### src/rtl/sysctl_pkg.sv
// Package: field positions, reset values and carriers of the system control low half
package sysctl_pkg;
  localparam logic [7:0] SYSCTL_OFFSET = 8'h80;
  localparam int B_DN_BURST = 15;
  localparam int B_UP_BURST = 14;
  localparam int B_SOCK_ACT = 13;
  localparam int B_RSVD12 = 12;
  localparam int B_PWR_BUSY = 11;
  localparam int B_RISE_WAIT = 10;
  localparam int B_FALL_WAIT = 9;
  localparam int B_PROBE = 8;
  localparam int B_AUTO_SW = 7;
  localparam int B_IDLE_GATE = 6;
  localparam int B_ID_LOCK = 5;
  localparam int B_PAR_REP = 4;
  localparam int B_RSVD3 = 3;
  localparam int B_LEG_VOLT = 2;
  localparam int B_CLK_INH = 1;
  localparam int B_PIN_MUX = 0;
  localparam logic [15:0] SYSCTL_RESET = 16'h9060;
  // Writable control positions 15,14,7..0
  localparam logic [15:0] RW_MASK = 16'hC0FF;
  // Registered output levels in reset: down burst, card clock enable and id lock high
  localparam logic [8:0] OUT_RESET = 9'h019;

  // Events from the rest of the bridge
  typedef struct packed {
    logic card_access;
    logic pwr_stream_active;
    logic pwr_stream_up;
    logic pwr_stream_done;
    logic rise_delay_done;
    logic fall_delay_done;
    logic probe_active;
  } sys_events_t;

  // Card-side status used for gating and routing
  typedef struct packed {
    logic card_present;
    logic card_idle;
    logic card_clk_stopped;
    logic card_parity_err;
    logic ring_req;
    logic wake_req;
    logic wake_en;
  } card_status_t;
endpackage

### src/rtl/card_bridge_system_control_low.sv
// Lower half of the system control register with the controls it steers
`timescale 1ns/1ps

// Overview of operation
// - Downstream read bursts allowed only while control bit 15 is one; resets one.
// - Upstream read bursts allowed only while control bit 14 is one; resets zero.
// - Card access sets activity flag; a register read clears it; resets zero.
// - Position 12 always reads one and ignores writes.
// - Serial busy flag holds from power change request until stream and delay end.
// - After a power-up stream the rise wait flag sets until settling ends.
// - After a power-down stream the fall wait flag sets until settling ends.
// - Probe busy flag follows card interrogation in progress.
// - Bit 7 gates the legacy automatic power switch enable bit.
// - With bit 6 set, idle clockless CardBus card stops its state machine clock.
// - Bit 5 set makes identification registers read-only; zero makes them writable.
// - Bit 4 set routes CardBus data parity errors onto system error.
// - Bit 2 picks legacy supply voltage: zero 3.3 V, one 5 V.
// - Bit 1 set refuses clock stop through both clock-run protocols.
// - Bit 0 zero puts ring and wake on the shared pin; one wake only.
// - Shared mode with wake enabled gives ring priority; wake passes when no ring is requested.
module card_bridge_system_control_low
  import sysctl_pkg::*;
(
  input wire logic i_sys_clk,
  input wire logic i_resetn,
  input wire logic i_cfg_wr,
  input wire logic i_cfg_rd,
  input wire logic [7:0] i_cfg_addr,
  input wire logic [1:0] i_cfg_be,
  input wire logic [15:0] i_cfg_wdata,
  input wire sys_events_t i_events,
  input wire card_status_t i_card,
  input wire logic i_legacy_auto_sw,
  input wire logic i_clkrun_stop_req,
  output logic [15:0] o_cfg_rdata,
  output logic o_down_read_burst_en,
  output logic o_up_read_burst_en,
  output logic o_auto_switch_active,
  output logic o_card_fsm_clk_en,
  output logic o_id_write_lock,
  output logic o_serr_req,
  output logic o_legacy_voltage_select,
  output logic o_clkrun_stop_ok,
  output logic o_ring_wake_pin
);
  logic [15:0] ctl_ff, nxt_ctl;
  logic socket_activity_flag_ff, nxt_socket_activity_flag;
  logic power_serial_busy_ff, nxt_power_serial_busy;
  logic power_rise_wait_ff, nxt_power_rise_wait;
  logic power_fall_wait_ff, nxt_power_fall_wait;
  logic card_probe_busy_ff, nxt_card_probe_busy;
  logic [15:0] rdata_ff, nxt_rdata;
  logic [8:0] out_ff, nxt_out;
  logic hit_wr, hit_rd;
  logic [15:0] wmask, view;

  assign hit_wr = i_cfg_wr && (i_cfg_addr == SYSCTL_OFFSET);
  assign hit_rd = i_cfg_rd && (i_cfg_addr == SYSCTL_OFFSET);
  assign wmask = {{8{i_cfg_be[1]}}, {8{i_cfg_be[0]}}} & RW_MASK;

  always_comb begin
    view = ctl_ff & RW_MASK;
    view[B_SOCK_ACT] = socket_activity_flag_ff;
    view[B_RSVD12] = 1'b1;
    view[B_PWR_BUSY] = power_serial_busy_ff;
    view[B_RISE_WAIT] = power_rise_wait_ff;
    view[B_FALL_WAIT] = power_fall_wait_ff;
    view[B_PROBE] = card_probe_busy_ff;
  end

  always_comb begin
    nxt_ctl = ctl_ff;
    if (hit_wr) begin
      // Status positions are outside the write mask
      nxt_ctl = (ctl_ff & ~wmask) | (i_cfg_wdata & wmask);
    end
    nxt_rdata = hit_rd ? view : 16'h0000;
  end

  always_comb begin
    // Set wins over the read clear
    nxt_socket_activity_flag = i_events.card_access || (socket_activity_flag_ff && !hit_rd);
    nxt_power_serial_busy = power_serial_busy_ff;
    if (i_events.pwr_stream_active) begin
      nxt_power_serial_busy = 1'b1;
    end else if (!power_rise_wait_ff && !power_fall_wait_ff && !i_events.pwr_stream_done) begin
      nxt_power_serial_busy = 1'b0;
    end
    nxt_power_rise_wait = power_rise_wait_ff;
    if (i_events.pwr_stream_done && i_events.pwr_stream_up) begin
      nxt_power_rise_wait = 1'b1;
    end else if (i_events.rise_delay_done) begin
      nxt_power_rise_wait = 1'b0;
    end
    nxt_power_fall_wait = power_fall_wait_ff;
    if (i_events.pwr_stream_done && !i_events.pwr_stream_up) begin
      nxt_power_fall_wait = 1'b1;
    end else if (i_events.fall_delay_done) begin
      nxt_power_fall_wait = 1'b0;
    end
    nxt_card_probe_busy = i_events.probe_active;
  end

  always_comb begin
    nxt_out[0] = ctl_ff[B_DN_BURST];
    nxt_out[1] = ctl_ff[B_UP_BURST];
    nxt_out[2] = ctl_ff[B_AUTO_SW] && i_legacy_auto_sw;
    nxt_out[3] = !(ctl_ff[B_IDLE_GATE] && i_card.card_present && i_card.card_idle
                   && i_card.card_clk_stopped);
    nxt_out[4] = ctl_ff[B_ID_LOCK];
    nxt_out[5] = ctl_ff[B_PAR_REP] && i_card.card_parity_err;
    nxt_out[6] = ctl_ff[B_LEG_VOLT];
    nxt_out[7] = i_clkrun_stop_req && !ctl_ff[B_CLK_INH];
    if (ctl_ff[B_PIN_MUX]) begin
      nxt_out[8] = i_card.wake_req;
    end else if (i_card.ring_req || !i_card.wake_en) begin
      nxt_out[8] = i_card.ring_req;
    end else begin
      nxt_out[8] = i_card.wake_req;
    end
  end

  always_ff @(posedge i_sys_clk or negedge i_resetn) begin
    if (!i_resetn) begin
      ctl_ff <= SYSCTL_RESET;
      rdata_ff <= 16'h0000;
    end else begin
      ctl_ff <= nxt_ctl;
      rdata_ff <= nxt_rdata;
    end
  end

  always_ff @(posedge i_sys_clk or negedge i_resetn) begin
    if (!i_resetn) begin
      socket_activity_flag_ff <= 1'b0;
      power_serial_busy_ff <= 1'b0;
      power_rise_wait_ff <= 1'b0;
      power_fall_wait_ff <= 1'b0;
      card_probe_busy_ff <= 1'b0;
    end else begin
      socket_activity_flag_ff <= nxt_socket_activity_flag;
      power_serial_busy_ff <= nxt_power_serial_busy;
      power_rise_wait_ff <= nxt_power_rise_wait;
      power_fall_wait_ff <= nxt_power_fall_wait;
      card_probe_busy_ff <= nxt_card_probe_busy;
    end
  end

  // Output levels must match the reset control word while reset is held
  always_ff @(posedge i_sys_clk or negedge i_resetn) begin
    if (!i_resetn) begin
      out_ff <= OUT_RESET;
    end else begin
      out_ff <= nxt_out;
    end
  end

  assign o_cfg_rdata = rdata_ff;
  assign o_down_read_burst_en = out_ff[0];
  assign o_up_read_burst_en = out_ff[1];
  assign o_auto_switch_active = out_ff[2];
  assign o_card_fsm_clk_en = out_ff[3];
  assign o_id_write_lock = out_ff[4];
  assign o_serr_req = out_ff[5];
  assign o_legacy_voltage_select = out_ff[6];
  assign o_clkrun_stop_ok = out_ff[7];
  assign o_ring_wake_pin = out_ff[8];

  burst_follow_a: assert property (@(posedge i_sys_clk) disable iff (!i_resetn)
    ##1 o_down_read_burst_en == $past(ctl_ff[B_DN_BURST])) else $error("down burst not following control");
  up_burst_a: assert property (@(posedge i_sys_clk) disable iff (!i_resetn)
    hit_wr && i_cfg_be[1] |=> ##1 o_up_read_burst_en == $past(i_cfg_wdata[B_UP_BURST], 2))
    else $error("up burst not following write");
  activity_set_a: assert property (@(posedge i_sys_clk) disable iff (!i_resetn)
    i_events.card_access |=> socket_activity_flag_ff) else $error("activity lost");
  activity_clr_a: assert property (@(posedge i_sys_clk) disable iff (!i_resetn)
    hit_rd && !i_events.card_access |=> !socket_activity_flag_ff) else $error("activity not cleared on read");
  rsvd_one_a: assert property (@(posedge i_sys_clk) disable iff (!i_resetn)
    hit_rd |=> o_cfg_rdata[B_RSVD12]) else $error("bit 12 not one");
  rise_wait_a: assert property (@(posedge i_sys_clk) disable iff (!i_resetn)
    i_events.pwr_stream_done && i_events.pwr_stream_up |=> power_rise_wait_ff) else $error("rise wait not set");
  fall_wait_a: assert property (@(posedge i_sys_clk) disable iff (!i_resetn)
    i_events.pwr_stream_done && !i_events.pwr_stream_up |=> power_fall_wait_ff) else $error("fall wait not set");
  probe_follow_a: assert property (@(posedge i_sys_clk) disable iff (!i_resetn)
    ##1 card_probe_busy_ff == $past(i_events.probe_active)) else $error("probe flag wrong");
  clock_inhibit_a: assert property (@(posedge i_sys_clk) disable iff (!i_resetn)
    ctl_ff[B_CLK_INH] |=> !o_clkrun_stop_ok) else $error("clock stop allowed while inhibited");
  status_wr_a: assert property (@(posedge i_sys_clk) disable iff (!i_resetn)
    hit_wr |=> (ctl_ff & ~RW_MASK) == (SYSCTL_RESET & ~RW_MASK)) else $error("status written");

  // Power sequencing, routing and read-back
  busy_set_a: assert property (@(posedge i_sys_clk) disable iff (!i_resetn)
    i_events.pwr_stream_active
    |=> power_serial_busy_ff)
    else $error("power busy not set by stream");
  busy_hold_a: assert property (@(posedge i_sys_clk) disable iff (!i_resetn)
    power_serial_busy_ff && (power_rise_wait_ff || power_fall_wait_ff)
    |=> power_serial_busy_ff)
    else $error("power busy dropped during settling");
  busy_clear_a: assert property (@(posedge i_sys_clk) disable iff (!i_resetn)
    power_serial_busy_ff && !i_events.pwr_stream_active && !i_events.pwr_stream_done && !power_rise_wait_ff
    && !power_fall_wait_ff |=> !power_serial_busy_ff)
    else $error("power busy not cleared");
  rise_clear_a: assert property (@(posedge i_sys_clk) disable iff (!i_resetn)
    i_events.rise_delay_done && !(i_events.pwr_stream_done && i_events.pwr_stream_up)
    |=> !power_rise_wait_ff)
    else $error("rise wait not cleared");
  rise_hold_a: assert property (@(posedge i_sys_clk) disable iff (!i_resetn)
    power_rise_wait_ff && !i_events.rise_delay_done
    |=> power_rise_wait_ff)
    else $error("rise wait cleared early");
  fall_clear_a: assert property (@(posedge i_sys_clk) disable iff (!i_resetn)
    i_events.fall_delay_done && !(i_events.pwr_stream_done && !i_events.pwr_stream_up)
    |=> !power_fall_wait_ff)
    else $error("fall wait not cleared");
  fall_hold_a: assert property (@(posedge i_sys_clk) disable iff (!i_resetn)
    power_fall_wait_ff && !i_events.fall_delay_done
    |=> power_fall_wait_ff)
    else $error("fall wait cleared early");
  auto_off_a: assert property (@(posedge i_sys_clk) disable iff (!i_resetn)
    !ctl_ff[B_AUTO_SW]
    |=> !o_auto_switch_active)
    else $error("auto switch active while gated off");
  auto_on_a: assert property (@(posedge i_sys_clk) disable iff (!i_resetn)
    ctl_ff[B_AUTO_SW] && i_legacy_auto_sw
    |=> o_auto_switch_active)
    else $error("auto switch not passed through");
  idle_gate_a: assert property (@(posedge i_sys_clk) disable iff (!i_resetn)
    ctl_ff[B_IDLE_GATE] && i_card.card_present && i_card.card_idle && i_card.card_clk_stopped
    |=> !o_card_fsm_clk_en)
    else $error("idle card state machine still clocked");
  clock_run_a: assert property (@(posedge i_sys_clk) disable iff (!i_resetn)
    !ctl_ff[B_IDLE_GATE]
    |=> o_card_fsm_clk_en)
    else $error("card state machine gated with savings off");
  id_lock_a: assert property (@(posedge i_sys_clk) disable iff (!i_resetn)
    ##1
    o_id_write_lock == $past(ctl_ff[B_ID_LOCK]))
    else $error("id lock not following control");
  lock_write_a: assert property (@(posedge i_sys_clk) disable iff (!i_resetn)
    hit_wr && i_cfg_be[0]
    |=> ##1 o_id_write_lock == $past(i_cfg_wdata[B_ID_LOCK], 2))
    else $error("id lock not following write");
  parity_report_a: assert property (@(posedge i_sys_clk) disable iff (!i_resetn)
    ctl_ff[B_PAR_REP] && i_card.card_parity_err
    |=> o_serr_req)
    else $error("parity error not reported");
  parity_mute_a: assert property (@(posedge i_sys_clk) disable iff (!i_resetn)
    !ctl_ff[B_PAR_REP]
    |=> !o_serr_req)
    else $error("parity error reported while disabled");
  volt_select_a: assert property (@(posedge i_sys_clk) disable iff (!i_resetn)
    ##1
    o_legacy_voltage_select == $past(ctl_ff[B_LEG_VOLT]))
    else $error("voltage select not following control");
  clock_stop_a: assert property (@(posedge i_sys_clk) disable iff (!i_resetn)
    !ctl_ff[B_CLK_INH] && i_clkrun_stop_req
    |=> o_clkrun_stop_ok)
    else $error("clock stop refused while allowed");
  wake_only_a: assert property (@(posedge i_sys_clk) disable iff (!i_resetn)
    ctl_ff[B_PIN_MUX]
    |=> o_ring_wake_pin == $past(i_card.wake_req))
    else $error("pin not carrying wake only");
  shared_ring_a: assert property (@(posedge i_sys_clk) disable iff (!i_resetn)
    !ctl_ff[B_PIN_MUX] && !i_card.wake_en
    |=> o_ring_wake_pin == $past(i_card.ring_req))
    else $error("shared pin not carrying ring");
  ring_wins_a: assert property (@(posedge i_sys_clk) disable iff (!i_resetn)
    !ctl_ff[B_PIN_MUX] && i_card.wake_en && i_card.ring_req
    |=> o_ring_wake_pin)
    else $error("ring lost on shared pin");
  down_write_a: assert property (@(posedge i_sys_clk) disable iff (!i_resetn)
    hit_wr && i_cfg_be[1]
    |=> ##1 o_down_read_burst_en == $past(i_cfg_wdata[B_DN_BURST], 2))
    else $error("down burst not following write");
  activity_read_a: assert property (@(posedge i_sys_clk) disable iff (!i_resetn)
    hit_rd
    |=> o_cfg_rdata[B_SOCK_ACT] == $past(socket_activity_flag_ff))
    else $error("activity flag not read back");
  activity_hold_a: assert property (@(posedge i_sys_clk) disable iff (!i_resetn)
    socket_activity_flag_ff && !hit_rd
    |=> socket_activity_flag_ff)
    else $error("activity flag lost without read");
  busy_read_a: assert property (@(posedge i_sys_clk) disable iff (!i_resetn)
    hit_rd
    |=> o_cfg_rdata[B_PWR_BUSY] == $past(power_serial_busy_ff))
    else $error("power busy not read back");
  rise_read_a: assert property (@(posedge i_sys_clk) disable iff (!i_resetn)
    hit_rd
    |=> o_cfg_rdata[B_RISE_WAIT] == $past(power_rise_wait_ff))
    else $error("rise wait not read back");
  fall_read_a: assert property (@(posedge i_sys_clk) disable iff (!i_resetn)
    hit_rd
    |=> o_cfg_rdata[B_FALL_WAIT] == $past(power_fall_wait_ff))
    else $error("fall wait not read back");
  probe_read_a: assert property (@(posedge i_sys_clk) disable iff (!i_resetn)
    hit_rd
    |=> o_cfg_rdata[B_PROBE] == $past(card_probe_busy_ff))
    else $error("probe flag not read back");
  rsvd_keep_a: assert property (@(posedge i_sys_clk) disable iff (!i_resetn)
    hit_wr
    |=> ctl_ff[B_RSVD12])
    else $error("bit 12 changed by write");
endmodule

### config.mk
export PLATFORM = sky130hd
export DESIGN_NAME = card_bridge_system_control_low
export DESIGN_NICKNAME = d
export VERILOG_FILES = /design/src/rtl/sysctl_pkg.sv /design/src/rtl/card_bridge_system_control_low.sv
export SDC_FILE = /design/constraint.sdc
export NUM_CORES = 1
export LEC_CHECK = 0
export BUFFER_PORTS_ARGS = -buffer_cell sky130_fd_sc_hd__buf_4
export CORE_MARGIN = 10
export CORE_UTILIZATION = 44
export CTS_CLUSTER_SIZE = 28
export DETAILED_ROUTE_END_ITERATION = 10
export HOLD_SLACK_MARGIN = 0.08
export PLACE_DENSITY = 0.78
export SYNTH_ARGS = -nofsm -noshare
export SYNTH_HDL_FRONTEND = slang
export SYNTH_SLANG_ARGS = --single-unit
### constraint.sdc
create_clock -name i_sys_clk -period 1.08 [get_ports i_sys_clk]
set_clock_uncertainty 0.05 [all_clocks]
set_input_delay 0 -clock i_sys_clk [delete_from_list [all_inputs] [get_ports i_sys_clk]]
set_output_delay 0 -clock i_sys_clk [all_outputs]
set_load 0.01 [all_outputs]
### Yosys cells after proc, flatten, opt, wreduce, memory -nomap -nowiden

Index checks and enable logic that the tools add are counted.

| storage, ports and cells | value |
|---|---|
| output and inout port bits | 25 |
| register bits after elaboration | 46 |
| input port bits | 46 |

| operators by class | value |
|---|---|
| eq/ne operators | 1 |
| multiplexer cells | 9 |
| reduce and logical (&&, ||, !) cells | 26 |
| bitwise logic cells | 4 |

Operators with widths:

| operator | number |
|---|---|
| $and A16 B16 Y16 | 2 |
| $mux W16 | 1 |
| $not A16 Y16 | 1 |
| $or A16 B16 Y16 | 1 |
| $logic_and A1 B1 Y1 | 13 |
| $eq A8 B8 Y1 const B | 1 |
| $logic_not A1 Y1 | 8 |
| $mux W1 | 8 |
| $reduce_bool A2 Y1 | 3 |
| $logic_or A1 B1 Y1 | 2 |

### Longest topological paths before layout

| logic depth | value |
|---|---|
| word-level depth | 5 |
| depth in mapped cells | 5 |

### Least setup slack after synthesis

OpenSTA, ideal clock, no wires.

| path | value |
|---|---|
| path type | input to register |
| from | in i_cfg_addr[6] |
| to | reg (tool-made name) |
| data arrival time | 0.819 ns |
| path buffers | 0 |
| setup slack | 0.087 ns |
| stages on the path | 3 |
| cells stage by stage | nor4b_4 > nand4_4 > mux2_2 |

RTL lines:

| what | RTL line | RTL |
|---|---|---|
| from (decl) | card_bridge_system_control_low.sv:28 | `input wire logic [7:0] i_cfg_addr,` |

### Worst setup path after layout

| path | value |
|---|---|
| from | reg out_ff[3] |
| to | out o_card_fsm_clk_en |

RTL lines:

| what | RTL line | RTL |
|---|---|---|
| from (decl) | card_bridge_system_control_low.sv:53 | `logic [8:0] out_ff, nxt_out;` |
| from (signal assigned) | card_bridge_system_control_low.sv:154 | `out_ff <= nxt_out;` |
| to (decl) | card_bridge_system_control_low.sv:39 | `output logic o_card_fsm_clk_en,` |

No word-level cell between the ends.

==> results.yml <==
clock_tree:
  cts.root.buffer_cell: "sky130_fd_sc_hd__clkbuf_4"
  htreeDepth: 2
  cts_max_path_buffers: 2
  numClockSinks: 40
  cts_made_buffers: 5
  tritoncts: "yes"
  post_cts_hold_buffer_count: 31
  clkTransAtPathRegs_ps: 110
  worstSkewPairLatency_ps: 330
grt:
  grt_pass1_vias: 1190
  globalRoute.totalOverflow: 0
  grt_first_pass_wirelength_um: 5761
  global_route.usage.total_pct: 12.19
  initial_antenna_violation_count: 0
  largest_net_degree_at_the_start_of_global_routing: 41
floorplan:
  design.die.area_um2: 5846
  start_util_pct: 45.94
  num_rows: 20
  number_of_primary_i_o_pins: 71
  chipWidth_um: 76.46
  die_height_um: 76.46
  core_um2: 3053
yosys:
  avgSynthCellArea_um2: 15.76
  yosysTopAreaCell: "sky130_fd_sc_hd__dfrtp_1"
  syn-instance-count: 89
  synth_largest_type_area_fraction_pct: 60.66
  synth_seq_cells: 40
  ys_seq_area_share_pct: 71.90
  synthDistinctLibCells: 19
  syn_std_cell_area_um2: 1403
  yosys-top-cells-area: "sky130_fd_sc_hd__dfrtp_1 61%, sky130_fd_sc_hd__dfstp_2 11%, sky130_fd_sc_hd__mux2_2 8.0%"
  synthesis.yosys.warnings: 0
  mappedNetlistNets: 135
placed_design:
  numPortBuffers: 64
  dp_hpwl_um: 2408
  dpl_cell_area_um2: 1934
  gp_routability_congestion: 0.6961
worst_setup_path:
  worst_path_max_delay_cell: "sky130_fd_sc_hd__dfstp_2"
  timing.critical_path.slowest_cell_delay_ps: 540
  worstPathArrival_ps: 970
  worst_path_required_ps: 1030
  critPathLaunchType: "register"
  timing.critical_path.cells: "buf_6"
  timing_worst_setup_path_type: "register to output pin"
  critical_path_buf_inv_count: 1
  cp_max_fo: 1
  r2r-start: "power_rise_wait_ff"
  crit_start: "out_ff[3]"
  capturing_element_type_of_the_critical_path: "output pin"
  crit_family: "flip-flops"
sta:
  fmaxAchievable_ghz: 0.9790
  finalHoldViolations: 0
  max_slew.worst_pin.slew_ps: 470.9
  maxSlewHeadroom_pct: 68.61
  grt_setup_unrepaired: "no"
  period_utilisation_layout_pct: 94.57
  finalSetupViolations: 0
  hold-worst-slack_ps: 52.76
  period_minus_slack_ps: 1021
  timing_max_transition_violations_final: 0
layout:
  num-nets-final: 237
  antenna_cells: 0
  fillers: 206
  postLayoutCoreUtil_pct: 75.66
  layout.cells.most_common_list: "65 x sky130_fd_sc_hd__buf_4, 34 x sky130_fd_sc_hd__dfrtp_1, 31 x sky130_fd_sc_hd__dlygate4sd3_1, 17 x sky130_fd_sc_hd__and2_1, 10 x sky130_fd_sc_hd__mux2_2"
  final_common_cell: "sky130_fd_sc_hd__buf_4"
  syn_to_final_growth_pct: 64.67
  layout-drive-gt1-share_pct: 48.44
  layout.cell_area.non_filler_um2: 2310
power_and_ir_drop:
  irDropWorstVdd_mv: 0.7065
  power_per_cell_area_nw_per_um2: 1129
  power_dissipated_by_switching_net_loads_uw: 568.8
  total_power_mw: 2.609
  pwr-share-clk_pct: 29.2
  seq_power_share_pct: 59.4
  power.static_leakage_nw: 1.196
  fraction_of_power_spent_switching_nets_pct: 21.80
  p_int_mw: 2.040
  share_comb_of_total_power_pct: 11.4
drt:
  detail_route.iter0.violations: 55
  drt_pass1_iterations: 3
  wl_um: 3482
  vias_per_cell: 4.360
  wire_per_inst_um: 14.75
  detail_route.drc_violations: 0
  antenna_violating_nets_post_route: 0
  vias: 1029
hold_path:
  holdCritStartpoint: "i_cfg_addr[4]"
  hold_class: "primary input to register"
status:
  outcome: "complete, no violations"
flow_run:
  maxCapViolations: 0
-- through the flow --
stage / setup WS, ps / setup TNS, ps / std cells
floorplan: 86.68 / 0 / 89
global placement: -91.37 / -748.8 / 197
detailed placement: -141.4 / -1663 / 197
CTS: 38.61 / 0 / 236
global route: 5.533 / 0 / 236
finish: 58.60 / 0 / 236
-- worst paths after layout --
| check | end | slack, ps | depth (start not counted) |
|---|---|---|---|
| worst max register to register | power_serial_busy_ff | 160 | 2 |
| min in group asynchronous | o_cfg_rdata[5] | 110 | 2 |
| worst min register to register | out_ff[0] | 330 | 0 |
| worst min-delay path | register | 50 | 4 |
| worst max-delay path | o_card_fsm_clk_en | 60 | 1 |
| max in group asynchronous | out_ff[4] | 520 | 2 |
-- routing by layer --
layer  GRT usage [%]  routed length, µm  share of wire [%]
met1           12.94               1377                 40
met2           20.41               1717                 49
met3           7.429                375                 11
met4           2.230                 11               0.32
met5               0                  0                  0
-- kinds of logic after synthesis --
group | count (synthesis) | share of synthesized area, %
compound gates | 6 | 2.587
buf+inv | 7 | 2.676
flops | 40 | 71.90
mux | 10 | 8.029
simple gates | 26 | 14.81
-- power by group through the flow --
stage	clock network [mW]	registers [mW]	logic, mW
after floorplan	0	1.58	0.0341
after global placement	0	1.58	0.200
after detailed placement	0	1.58	0.207
after CTS	0.781	1.55	0.298
after global routing	0.850	1.55	0.324
final	0.762	1.55	0.297
-- cells in the mapped netlist --
cell type                   n
sky130_fd_sc_hd__dfrtp_1   34
sky130_fd_sc_hd__mux2_2    10
sky130_fd_sc_hd__nor4_4     1
sky130_fd_sc_hd__dfstp_2    6
sky130_fd_sc_hd__nand2b_1   1
sky130_fd_sc_hd__and3_1     1
sky130_fd_sc_hd__nand2_1    1
sky130_fd_sc_hd__nand4_4    1
sky130_fd_sc_hd__o31ai_1    1
sky130_fd_sc_hd__o21ai_0    3
sky130_fd_sc_hd__o22ai_1    1
sky130_fd_sc_hd__o21bai_1   1
sky130_fd_sc_hd__inv_1      5
sky130_fd_sc_hd__nor4b_4    1
sky130_fd_sc_hd__nand4_1    2
sky130_fd_sc_hd__buf_6      1
sky130_fd_sc_hd__and2_1    17
sky130_fd_sc_hd__nor2b_1    1
sky130_fd_sc_hd__buf_4      1
-- layout make-up --
| cell class | instances | area, µm² | area share (%) |
|---|---|---|---|
| sequential | 40 | 1008 | 43.66 |
| timing repair buffer | 97 | 809.5 | 35.05 |
| multi-input combinational | 42 | 356.6 | 15.44 |
| tap | 44 | 55.05 | 2.384 |
| clock buffer | 6 | 51.30 | 2.221 |
| inverter | 5 | 18.77 | 0.8126 |
| clock inverter | 2 | 10.01 | 0.4334 |
-- what timing repair did --
item                                    CTS  global route
endpoints found under the hold margin    61             2
endpoints found under the setup margin    0             1
setup buffers                             0             0
resized for setup                         0             1
No activity file was read; power rests on OpenSTA's default activity.
